`src/common/uoxb_consts.vh`:
```
// Purpose: constants for the OUT endpoint X buffer descriptor logic
// Assumes: one 10 MHz clock, asynchronous active-high reset
// Notes: register indices are byte offsets on the 3-bit register port
`ifndef UOXB_CONSTS_VH
`define UOXB_CONSTS_VH

// register indices
`define UOXB_REG_CONFIG 3'h0
`define UOXB_REG_COUNT_STATUS 3'h1
`define UOXB_REG_BUFFER_SIZE 3'h2
`define UOXB_REG_X_BASE 3'h3
`define UOXB_REG_Y_BASE 3'h4
`define UOXB_REG_INT_STATUS 3'h5
`define UOXB_REG_INT_MASK 3'h6

// field positions
`define UOXB_FULL_BIT 7
`define UOXB_ISO_BIT 6
`define UOXB_BPS_MSB 1
`define UOXB_BPS_LSB 0
`define UOXB_INT_RX_BIT 0
`define UOXB_INT_NAK_BIT 1

// reset values and fills
`define UOXB_RST_BYTE 8'h00
`define UOXB_LOW_ZERO 3'h0

// receive states
`define UOXB_ST_IDLE 2'h0
`define UOXB_ST_RECV 2'h1
`define UOXB_ST_DROP 2'h2

`endif

```
`src/uoxb_ctrl.v`:
```
// Purpose: OUT endpoint X buffer descriptor and receive control
// Assumes: packet strobes come from the serial engine on the same clock
// Notes: register reads answer one cycle after the read strobe
`include "uoxb_consts.vh"

module uoxb_ctrl #(
    parameter ADDR_W = 11,
    parameter CNT_W = 7
) (
    // clock and reset
    input wire ref_clk_in,
    input wire rst_in,
    // register port
    input wire [2:0] reg_addr_in,
    input wire [7:0] reg_wdata_in,
    input wire reg_wr_in,
    input wire reg_rd_in,
    output wire [7:0] reg_rdata_out,
    // packet side from the serial engine
    input wire pkt_start_in,
    input wire byte_valid_in,
    input wire [7:0] byte_in,
    input wire pkt_ok_in,
    input wire pkt_err_in,
    // handshake answer
    output wire ack_out,
    output wire nak_out,
    // buffer memory write port
    output wire mem_we_out,
    output wire [ADDR_W-1:0] mem_addr_out,
    output wire [7:0] mem_data_out,
    // status
    output wire buffer_full_out,
    output wire iso_mode_out,
    output wire [ADDR_W-1:0] x_start_out,
    output wire [ADDR_W-1:0] y_start_out,
    output wire irq_out
);

    localparam ST_IDLE = `UOXB_ST_IDLE;
    localparam ST_RECV = `UOXB_ST_RECV;
    localparam ST_DROP = `UOXB_ST_DROP;

    // software registers
    reg [7:0] cfg_q;
    reg buffer_full_flag_q;
    reg [CNT_W-1:0] x_received_count_q;
    reg [7:0] buffer_size_units_q;
    reg [7:0] x_start_address_high_q;
    reg [7:0] y_start_address_high_q;
    reg [1:0] int_status_q;
    reg [1:0] int_mask_q;
    reg [7:0] rdata_q;

    // receive datapath
    reg [1:0] state_q;
    reg [1:0] state_d;
    reg [ADDR_W-1:0] off_q;
    reg [ADDR_W-1:0] off_d;
    reg [CNT_W-1:0] bytes_q;
    reg [CNT_W-1:0] bytes_d;
    reg [CNT_W-1:0] samples_q;
    reg [CNT_W-1:0] samples_d;
    reg [1:0] sub_q;
    reg [1:0] sub_d;
    reg ack_q;
    reg nak_q;
    reg mem_we_q;
    reg [ADDR_W-1:0] mem_addr_q;
    reg [7:0] mem_data_q;
    reg full_out_q;
    reg iso_out_q;
    reg [ADDR_W-1:0] x_start_q;
    reg [ADDR_W-1:0] y_start_q;
    reg irq_q;

    // combinational controls
    reg set_full;
    reg rx_event;
    reg nak_event;
    reg wr_byte;
    reg [ADDR_W-1:0] wr_addr;

    wire iso_mode = cfg_q[`UOXB_ISO_BIT];
    wire [1:0] bps_code = cfg_q[`UOXB_BPS_MSB:`UOXB_BPS_LSB];
    // base byte supplies bits 10:3, low bits tied to zero
    wire [ADDR_W-1:0] x_start = {x_start_address_high_q, `UOXB_LOW_ZERO};
    wire [ADDR_W-1:0] y_start = {y_start_address_high_q, `UOXB_LOW_ZERO};
    // size in 8-byte units, one buffer of each pair or the whole ring
    wire [ADDR_W-1:0] capacity = {buffer_size_units_q, `UOXB_LOW_ZERO};
    wire [ADDR_W-1:0] off_next = off_q + {{(ADDR_W-1){1'b0}}, 1'b1};

    wire wr_count = reg_wr_in && (reg_addr_in == `UOXB_REG_COUNT_STATUS);
    wire rd_status = reg_rd_in && (reg_addr_in == `UOXB_REG_INT_STATUS);

    always @*
    begin
        state_d = state_q;
        off_d = off_q;
        bytes_d = bytes_q;
        samples_d = samples_q;
        sub_d = sub_q;
        set_full = 1'b0;
        rx_event = 1'b0;
        nak_event = 1'b0;
        wr_byte = 1'b0;
        wr_addr = x_start + off_q;
        case (state_q)
            ST_IDLE:
            begin
                if (pkt_start_in)
                begin
                    off_d = {ADDR_W{1'b0}};
                    bytes_d = {CNT_W{1'b0}};
                    samples_d = {CNT_W{1'b0}};
                    sub_d = 2'h0;
                    // busy buffer refuses unless isochronous
                    if (buffer_full_flag_q && !iso_mode)
                    begin
                        state_d = ST_DROP;
                    end
                    else
                    begin
                        state_d = ST_RECV;
                    end
                end
            end
            ST_RECV:
            begin
                if (pkt_err_in)
                begin
                    state_d = ST_IDLE;
                end
                else if (pkt_ok_in)
                begin
                    state_d = ST_IDLE;
                    set_full = 1'b1;
                    rx_event = 1'b1;
                end
                else if (byte_valid_in)
                begin
                    bytes_d = bytes_q + {{(CNT_W-1){1'b0}}, 1'b1};
                    if (sub_q == bps_code)
                    begin
                        sub_d = 2'h0;
                        samples_d = samples_q + {{(CNT_W-1){1'b0}}, 1'b1};
                    end
                    else
                    begin
                        sub_d = sub_q + 2'h1;
                    end
                    if (iso_mode)
                    begin
                        // ring: every byte lands, offset folds at the end
                        wr_byte = 1'b1;
                        if (off_next >= capacity)
                        begin
                            off_d = {ADDR_W{1'b0}};
                        end
                        else
                        begin
                            off_d = off_next;
                        end
                    end
                    else if (off_q < capacity)
                    begin
                        // overflow bytes dropped to protect the Y buffer
                        wr_byte = 1'b1;
                        off_d = off_next;
                    end
                end
            end
            ST_DROP:
            begin
                if (pkt_ok_in || pkt_err_in)
                begin
                    state_d = ST_IDLE;
                    nak_event = 1'b1;
                end
            end
            default:
            begin
                state_d = ST_IDLE;
            end
        endcase
    end

    always @(posedge ref_clk_in or posedge rst_in)
    begin
        if (rst_in)
        begin
            state_q <= ST_IDLE;
            off_q <= {ADDR_W{1'b0}};
            bytes_q <= {CNT_W{1'b0}};
            samples_q <= {CNT_W{1'b0}};
            sub_q <= 2'h0;
            ack_q <= 1'b0;
            nak_q <= 1'b0;
            mem_we_q <= 1'b0;
            mem_addr_q <= {ADDR_W{1'b0}};
            mem_data_q <= `UOXB_RST_BYTE;
        end
        else
        begin
            state_q <= state_d;
            off_q <= off_d;
            bytes_q <= bytes_d;
            samples_q <= samples_d;
            sub_q <= sub_d;
            // isochronous packets get no handshake at all
            ack_q <= rx_event && !iso_mode;
            nak_q <= nak_event && !iso_mode;
            mem_we_q <= wr_byte;
            mem_addr_q <= wr_addr;
            mem_data_q <= byte_in;
        end
    end

    // descriptor bytes
    always @(posedge ref_clk_in or posedge rst_in)
    begin
        if (rst_in)
        begin
            cfg_q <= `UOXB_RST_BYTE;
            buffer_full_flag_q <= 1'b0;
            x_received_count_q <= {CNT_W{1'b0}};
            buffer_size_units_q <= `UOXB_RST_BYTE;
            x_start_address_high_q <= `UOXB_RST_BYTE;
            y_start_address_high_q <= `UOXB_RST_BYTE;
            int_mask_q <= 2'h0;
        end
        else
        begin
            if (reg_wr_in && (reg_addr_in == `UOXB_REG_CONFIG))
            begin
                cfg_q <= reg_wdata_in;
            end
            if (reg_wr_in && (reg_addr_in == `UOXB_REG_BUFFER_SIZE))
            begin
                buffer_size_units_q <= reg_wdata_in;
            end
            if (reg_wr_in && (reg_addr_in == `UOXB_REG_X_BASE))
            begin
                x_start_address_high_q <= reg_wdata_in;
            end
            if (reg_wr_in && (reg_addr_in == `UOXB_REG_Y_BASE))
            begin
                y_start_address_high_q <= reg_wdata_in;
            end
            if (reg_wr_in && (reg_addr_in == `UOXB_REG_INT_MASK))
            begin
                int_mask_q <= reg_wdata_in[1:0];
            end
            // a packet ending beside a software write wins the byte
            if (set_full)
            begin
                buffer_full_flag_q <= 1'b1;
                if (iso_mode)
                begin
                    x_received_count_q <= samples_d;
                end
                else
                begin
                    x_received_count_q <= bytes_d;
                end
            end
            else if (wr_count)
            begin
                buffer_full_flag_q <= reg_wdata_in[`UOXB_FULL_BIT];
                x_received_count_q <= reg_wdata_in[CNT_W-1:0];
            end
        end
    end

    // sticky events, cleared by reading them; a new event beats the clear
    always @(posedge ref_clk_in or posedge rst_in)
    begin
        if (rst_in)
        begin
            int_status_q <= 2'h0;
        end
        else
        begin
            int_status_q[`UOXB_INT_RX_BIT] <= rx_event ||
                (int_status_q[`UOXB_INT_RX_BIT] && !rd_status);
            int_status_q[`UOXB_INT_NAK_BIT] <= (nak_event && !iso_mode) ||
                (int_status_q[`UOXB_INT_NAK_BIT] && !rd_status);
        end
    end

    // read data stands only in the cycle after the strobe
    always @(posedge ref_clk_in or posedge rst_in)
    begin
        if (rst_in)
        begin
            rdata_q <= `UOXB_RST_BYTE;
        end
        else if (reg_rd_in)
        begin
            case (reg_addr_in)
                `UOXB_REG_CONFIG: rdata_q <= cfg_q;
                `UOXB_REG_COUNT_STATUS: rdata_q <= {buffer_full_flag_q, x_received_count_q};
                `UOXB_REG_BUFFER_SIZE: rdata_q <= buffer_size_units_q;
                `UOXB_REG_X_BASE: rdata_q <= x_start_address_high_q;
                `UOXB_REG_Y_BASE: rdata_q <= y_start_address_high_q;
                `UOXB_REG_INT_STATUS: rdata_q <= {6'h00, int_status_q};
                `UOXB_REG_INT_MASK: rdata_q <= {6'h00, int_mask_q};
                default: rdata_q <= `UOXB_RST_BYTE;
            endcase
        end
        else
        begin
            rdata_q <= `UOXB_RST_BYTE;
        end
    end

    // status outputs registered once more; they trail the bytes by a cycle
    always @(posedge ref_clk_in or posedge rst_in)
    begin
        if (rst_in)
        begin
            full_out_q <= 1'b0;
            iso_out_q <= 1'b0;
            x_start_q <= {ADDR_W{1'b0}};
            y_start_q <= {ADDR_W{1'b0}};
            irq_q <= 1'b0;
        end
        else
        begin
            full_out_q <= buffer_full_flag_q;
            iso_out_q <= iso_mode;
            x_start_q <= x_start;
            y_start_q <= y_start;
            irq_q <= |(int_status_q & int_mask_q);
        end
    end

    assign reg_rdata_out = rdata_q;
    assign ack_out = ack_q;
    assign nak_out = nak_q;
    assign mem_we_out = mem_we_q;
    assign mem_addr_out = mem_addr_q;
    assign mem_data_out = mem_data_q;
    assign buffer_full_out = full_out_q;
    assign iso_mode_out = iso_out_q;
    assign x_start_out = x_start_q;
    assign y_start_out = y_start_q;
    assign irq_out = irq_q;

endmodule

```
`config.mk`:
```
export PLATFORM = sky130hd
export DESIGN_NAME = uoxb_ctrl
export DESIGN_NICKNAME = d
export VERILOG_FILES = /design/src/uoxb_ctrl.v
export VERILOG_INCLUDE_DIRS = /design/src /design/src/common
export SDC_FILE = /design/constraint.sdc
export NUM_CORES = 1
export LEC_CHECK = 0
export BUFFER_PORTS_ARGS = -buffer_cell sky130_fd_sc_hd__buf_2
export CORE_MARGIN = 8
export CORE_UTILIZATION = 32
export CTS_CLUSTER_DIAMETER = 40
export DETAILED_ROUTE_END_ITERATION = 6
export PLACE_DENSITY = 0.51
export SETUP_SLACK_MARGIN = 0.2
export SLEW_MARGIN = 20
export SYNTH_ARGS = -nofsm -noshare
export SYNTH_HDL_FRONTEND = slang
export SYNTH_SLANG_ARGS = --single-unit
```
`constraint.sdc`:
```
create_clock -name ref_clk_in -period 7.9 [get_ports ref_clk_in]
set_clock_uncertainty 0.15 [all_clocks]
set_input_delay 0.79 -clock ref_clk_in [delete_from_list [all_inputs] [get_ports ref_clk_in]]
set_output_delay 0.79 -clock ref_clk_in [all_outputs]
set_load 0.01 [all_outputs]
```
After elaboration in Yosys (flattened, before gate mapping)
Cells that the tools add are included.
Storage, ports and cells
  register bits: 122
  output and inout port bits: 55
  logic and storage cells: 122
Cells by class
  $add $sub $neg: 5
  magnitude comparators: 2
  equality and inequality tests: 16
  mux-type cells: 49
  bitwise logic cells: 1
  reduce and logical (&&, ||, !) cells: 25
Operators with widths (count)
  $mux 7: 12
  $mux 11: 7
  $pmux 8 s7: 1
  $pmux 7 s2: 2
  $pmux 11 s2: 1
  $mux 2: 10
  $add 7x1->7 const B: 2
  $mux 1: 13
  $logic_and 1x1->1: 12
  $add 11x1->11 const B: 1
  $add 11x11->11: 1
  $ge 11x11->1: 1
  $lt 11x11->1: 1
  $ne 2x2->1 const B: 5
  $eq 3x3->1 const B: 3
  $mux 8: 1
  $eq 3x2->1 const B: 2
  $ne 3x3->1 const B: 2
  $pmux 2 s3: 1
  $reduce_and 6->1: 1
  $reduce_and 5->1: 1
  $pmux 2 s2: 1
  $reduce_bool 2->1: 2
  $eq 3x1->1 const B: 1
  11 further kinds: 14

Logic depth before layout (Yosys ltp)
  depth in word-level cells: 8
  gate-level depth with buffers: 12
  mapped depth without buffers: 11

Worst setup path after synthesis
No wires, ideal clock.
  path kind: reg-to-reg
  from: register off_q[3]
  to: register off_q[2]
  arrival: 2209 ps
  data required time: 7629 ps
  slack: 5420 ps
  cell stages (with the launch flop): 13
  buffers on the path: 1
  period minus slack after synthesis: 2480 ps
  cell sequence: dfrtp_1 -> and3_1 -> and3_1 -> nand3_1 -> xnor2_1 -> ha_1 -> inv_1 -> o211ai_1 -> o22ai_1 -> buf_2 -> a21oi_1 -> o21ai_1 -> a22o_1
Between the ends
  word-level cells in the longest chain between the ends: 8
  elaborated cells between the ends (all ways): 11
Ends and longest elaborated chain
  start, declared: line uoxb_ctrl.v:58  | reg [ADDR_W-1:0] off_q;
  start signal, assigned: line uoxb_ctrl.v:193  | off_q <= {ADDR_W{1'b0}};
  $add 11x1->11: line uoxb_ctrl.v:91  | wire [ADDR_W-1:0] off_next = off_q + {{(ADDR_W-1){1'b0}}, 1'b1};
  $ge 11x11->1: line uoxb_ctrl.v:156  | if (off_next >= capacity)
  $mux 11: line uoxb_ctrl.v:156
  $mux 11: line uoxb_ctrl.v:152  | if (iso_mode)
  $mux 11: line uoxb_ctrl.v:140  | else if (byte_valid_in)
  $mux 11: line uoxb_ctrl.v:134  | else if (pkt_ok_in)
  $mux 11: line uoxb_ctrl.v:130  | if (pkt_err_in)
  $pmux 11 s2: line uoxb_ctrl.v:108  | case (state_q)
Parallel ways exist; a longest one is shown, timed or not. The select of a mux whose other input is x is not followed.
A chain may end at the register's enable or synchronous reset.

Worst setup path in the final report
  from: register off_q[2]
  to: register off_q[5]
The elaborated chain is that of the path after synthesis.

==> PnR_summary.wiki <==
{| class="wikitable"
! Metric !! Value
|-
| Status || finished clean
|-
| Final worst-path cycle share || 43.5%
|-
| Number of buffers inserted by port buffering || 75
|-
| Mapped Avg Cell Area || 11.3 um^2
|-
| Antenna violations before repair || 0
|-
| Die width || 150 um
|-
| PwrDens || 295 nW/um^2
|-
| Pre-CTS setup slack || around 4500 ps
|-
| Cell at the root of the clock tree || sky130_fd_sc_hd__clkbuf_16
|-
| Reg-to-reg critical path startpoint || off_q[2]
|-
| Post-CTS setup buffer count || 0
|-
| Final cell count without fillers || between 800 and 900
|-
| Startpoint of the most critical setup path || off_q[2]
|-
| Residual overflow from global routing || 0
|-
| Final number of max-transition violations || 0
|-
| Min-Delay Path Class || reg -> reg
|-
| Number of buffers created by CTS || 17
|-
| Count of TritonRoute iterations in the first routing pass || 4
|-
| Setup Total Neg Slack || 0 ps
|-
| Proportion of layout cells with a drive suffix above 1 || between 20% and 30%
|-
| Worst Slack Setup Final || 4460 ps
|-
| Leading cell types by total area after synthesis || sky130_fd_sc_hd__dfrtp_1 53%, sky130_fd_sc_hd__mux2_2 5.7%, sky130_fd_sc_hd__ha_1 5.4%, sky130_fd_sc_hd__mux2i_1 4.9%, sky130_fd_sc_hd__nand2_1 3.7%
|-
| Antenna Nets Post-Route || 0
|-
| DP Cell Count || 800
|-
| Number of setup violations in the final report || 0
|-
| Worst setup path class || reg -> reg
|-
| Fin crit period || around 3400 ps
|-
| Capture instance of the worst register-to-register path || off_q[5]
|-
| Num Clock Sinks || roughly 120
|-
| Highest-count cells in the layout ignoring fill and taps || 122 x sky130_fd_sc_hd__dfrtp_1, 75 x sky130_fd_sc_hd__buf_2, 56 x sky130_fd_sc_hd__nand2_1, 30 x sky130_fd_sc_hd__nor2_1, 29 x sky130_fd_sc_hd__mux2_2
|-
| Distinct cells, synth || between 50 and 60
|-
| Register area || 3050 um^2
|-
| CP arrival || around 3600 ps
|-
| Routability Congestion || between 0.8 and 0.9
|-
| Die extent in y || ~150 um
|-
| Max Cap Violations || 0
|-
| Peak Freq || between 200 and 300 MHz
|-
| Required arrival time at the worst endpoint || roughly 8000 ps
|-
| Hold violation total from the final report || 0
|-
| Area of the die || about 22000 um^2
|-
| Total number of vias || around 4100
|-
| Slew of the pin with the lowest slew margin || just under 900 ps
|-
| Post-detailed-route wirelength per cell || between 15 and 20 um
|-
| Worst-case register-to-register setup slack || 4460 ps
|-
| Sort of element at the start of the critical path || flip-flop
|-
| Share of synthesized registers carrying an async set or reset || 100%
|-
| Htree depth || 4
|-
| Routed wire length || approximately 14 mm
|-
| Most frequent standard cell in the layout excluding fill and tap cells || sky130_fd_sc_hd__dfrtp_1
|-
| VDD IR max || around 0.14 mV
|-
| GRT Overall Usage || between 10% and 20%
|-
| Largest driver fanout on the critical path || 11
|-
| Number of global-route vias before repair || 4187
|-
| Pin count of the biggest net entering global routing || slightly above 70
|-
| Area added between synthesis and finish || 20.7%
|-
| Number of resized instances in the post-cts repair step || 0
|-
| Flip-flop cell with the highest count after synthesis || sky130_fd_sc_hd__dfrtp_1
|-
| CTS tree || yes
|-
| Effective utilization at floorplan || approximately a third
|-
| Synth warnings || 0
|-
| Final antenna diode count || 0
|-
| Fillcell total || 1744
|-
| Number of enable-type register cells in the synthesized netlist || 0
|-
| Max-slew headroom at the worst pin || 40.2%
|-
| DR iter-0 viols || about 160
|-
| Total core area || ~18000 um^2
|-
| Final Hold Slack || 252 ps
|-
| Portion of synthesized cell area occupied by the leading cell type || around 53%
|-
| Post-synthesis instance area || ~5700 um^2
|-
| Net total in the final layout || between 600 and 700
|-
| CP endpoint kind || flip-flop
|-
| Hold buffer count at cts || 0
|-
| Cell count of the worst reg-to-reg path || 11
|-
| Drc violations || 0
|-
| Source-to-sink clock delay at the later pin of the worst-skew pair || approximately 420 ps
|-
| Mapped Cells || 509
|-
| Unrepaired setup endpoints after global routing || no
|-
| First-pass GRT wire length || ~23 mm
|-
| Library cell occupying the most area in the post-synthesis netlist || sky130_fd_sc_hd__dfrtp_1
|-
| Share of synthesized area occupied by flip-flops and latches || 53.2%
|-
| Synthesis-stage register bit count || between 100 and 150
|-
| Num ports || 82
|-
| Leakage component of the power || 3.31 nW
|-
| FP Rows || 49
|-
| Via/cell ratio || roughly 5
|-
| Timing endpoint of the critical path || off_q[5]
|-
| Multi-input combinational cell area || 2510 um^2
|-
| HPWL reported at the end of detailed placement || 10.5 mm
|-
| Clock-pin slew reported for the worst setup and hold paths after clock tree synthesis || 50 ps
|-
| Clock Tree Buf Depth || 2
|-
| End-of-flow core utilization || between 30% and 40%
|}
-- flip-flops by register name, indices dropped and copies added, names as in the netlist, 7 cells and up --
name,count
bytes_q,7
x_start_out,8
off_q,11
x_start_address_high_q,8
x_received_count_q,7
cfg_q,8
reg_rdata_out,8
samples_q,7
mem_data_out,8
y_start_out,8
y_start_address_high_q,8
mem_addr_out,11
buffer_size_units_q,8
-- stage by stage --
step	area, um^2	total power, mW
after floorplan	5760	1.10
final	6930	2.04
after global routing	6930	2.16
after CTS	6930	2.07
after detailed placement	6320	1.25
after global placement	6320	1.25
-- cells in the mapped netlist (all sizes together), types with 4 or more instances --
master and n:
a21o 6, a22o 8, ha 25, nor2 33, nor3b 5, and3 5
xor2 5, o22ai 4, mux2 29, o21ai 33, dfrtp 122, nand2b 6
nand4 8, clkbuf 6, a21oi 29, buf 13, a22oi 5, nand2 56
xnor2 12, inv 21, nand3 15, mux2i 29
-- area by class of cell --
class / count / share of cell area (%)
Sequential cell: 122 / 44.1
Multi-Input combinational cell: 352 / 36.3
Tap cell: 229 / 4.14
Timing Repair Buffer: 76 / 5.53
Clock inverter: 8 / 2.08
Clock buffer: 22 / 6.70
Inverter: 21 / 1.17
-- worst min path at each step --
stage / slack [ps] / cells after the start / endpoint / start
3_5_place_dp: 240 / 0 / y_start_out[6] / y_start_address_high_q[3]
2_1_floorplan: 200 / 0 / iso_mode_out / cfg_q[6]
4_1_cts: 250 / 0 / y_start_out[6] / y_start_address_high_q[3]
3_3_place_gp: 240 / 0 / y_start_out[8] / y_start_address_high_q[5]
6_report: 250 / 0 / y_start_out[10] / y_start_address_high_q[7]
5_1_grt: 270 / 0 / y_start_out[4] / y_start_address_high_q[1]
-- logic make-up (layout without fill, tap and decap cells) --
kind of cell	count (synthesis)	after routing	synth area share, %
AOI/OAI and AO/OA	99	99	11.1
DFF	122	122	53.2
other	1	6	0.0653
muxes	59	59	11.2
buffers and inverters	40	127	3.33
adders and majority gates	26	26	5.80
and+or+nand+nor	145	145	12.8
xor gates and xnor gates	17	17	2.59
-- per-layer routing --
metal	up-vias	wire length, um	share of wire (%)	GRT usage (%)
li1	1948	-	-	-
met1	1976	6500	46	17.0
met2	116	6560	46	20.7
met3	17	886	6.2	3.75
met4	0	282	2.0	6.10
met5	-	0	0	0
-- report_power, final --
group	leakage (nW)	internal [mW]	switching, mW
Sequential	1.54	0.746	0.0909
Combinational	1.48	0.166	0.231
Clock	0.300	0.539	0.267
Total	3.31	1.45	0.589
-- critical path, stage by stage (launching register included) --
cell and delay, ps:
sky130_fd_sc_hd__dfrtp_1 470, sky130_fd_sc_hd__and3_1 230, sky130_fd_sc_hd__and3_1 190, sky130_fd_sc_hd__nand3_1 140, sky130_fd_sc_hd__xnor2_1 180, sky130_fd_sc_hd__ha_1 210, sky130_fd_sc_hd__nor4_1 260, sky130_fd_sc_hd__o211ai_1 140
sky130_fd_sc_hd__o22ai_1 700, sky130_fd_sc_hd__nand2_1 200, sky130_fd_sc_hd__a31oi_4 300, sky130_fd_sc_hd__a22o_1 200
Note: power is estimated with default switching activity, not from simulation.
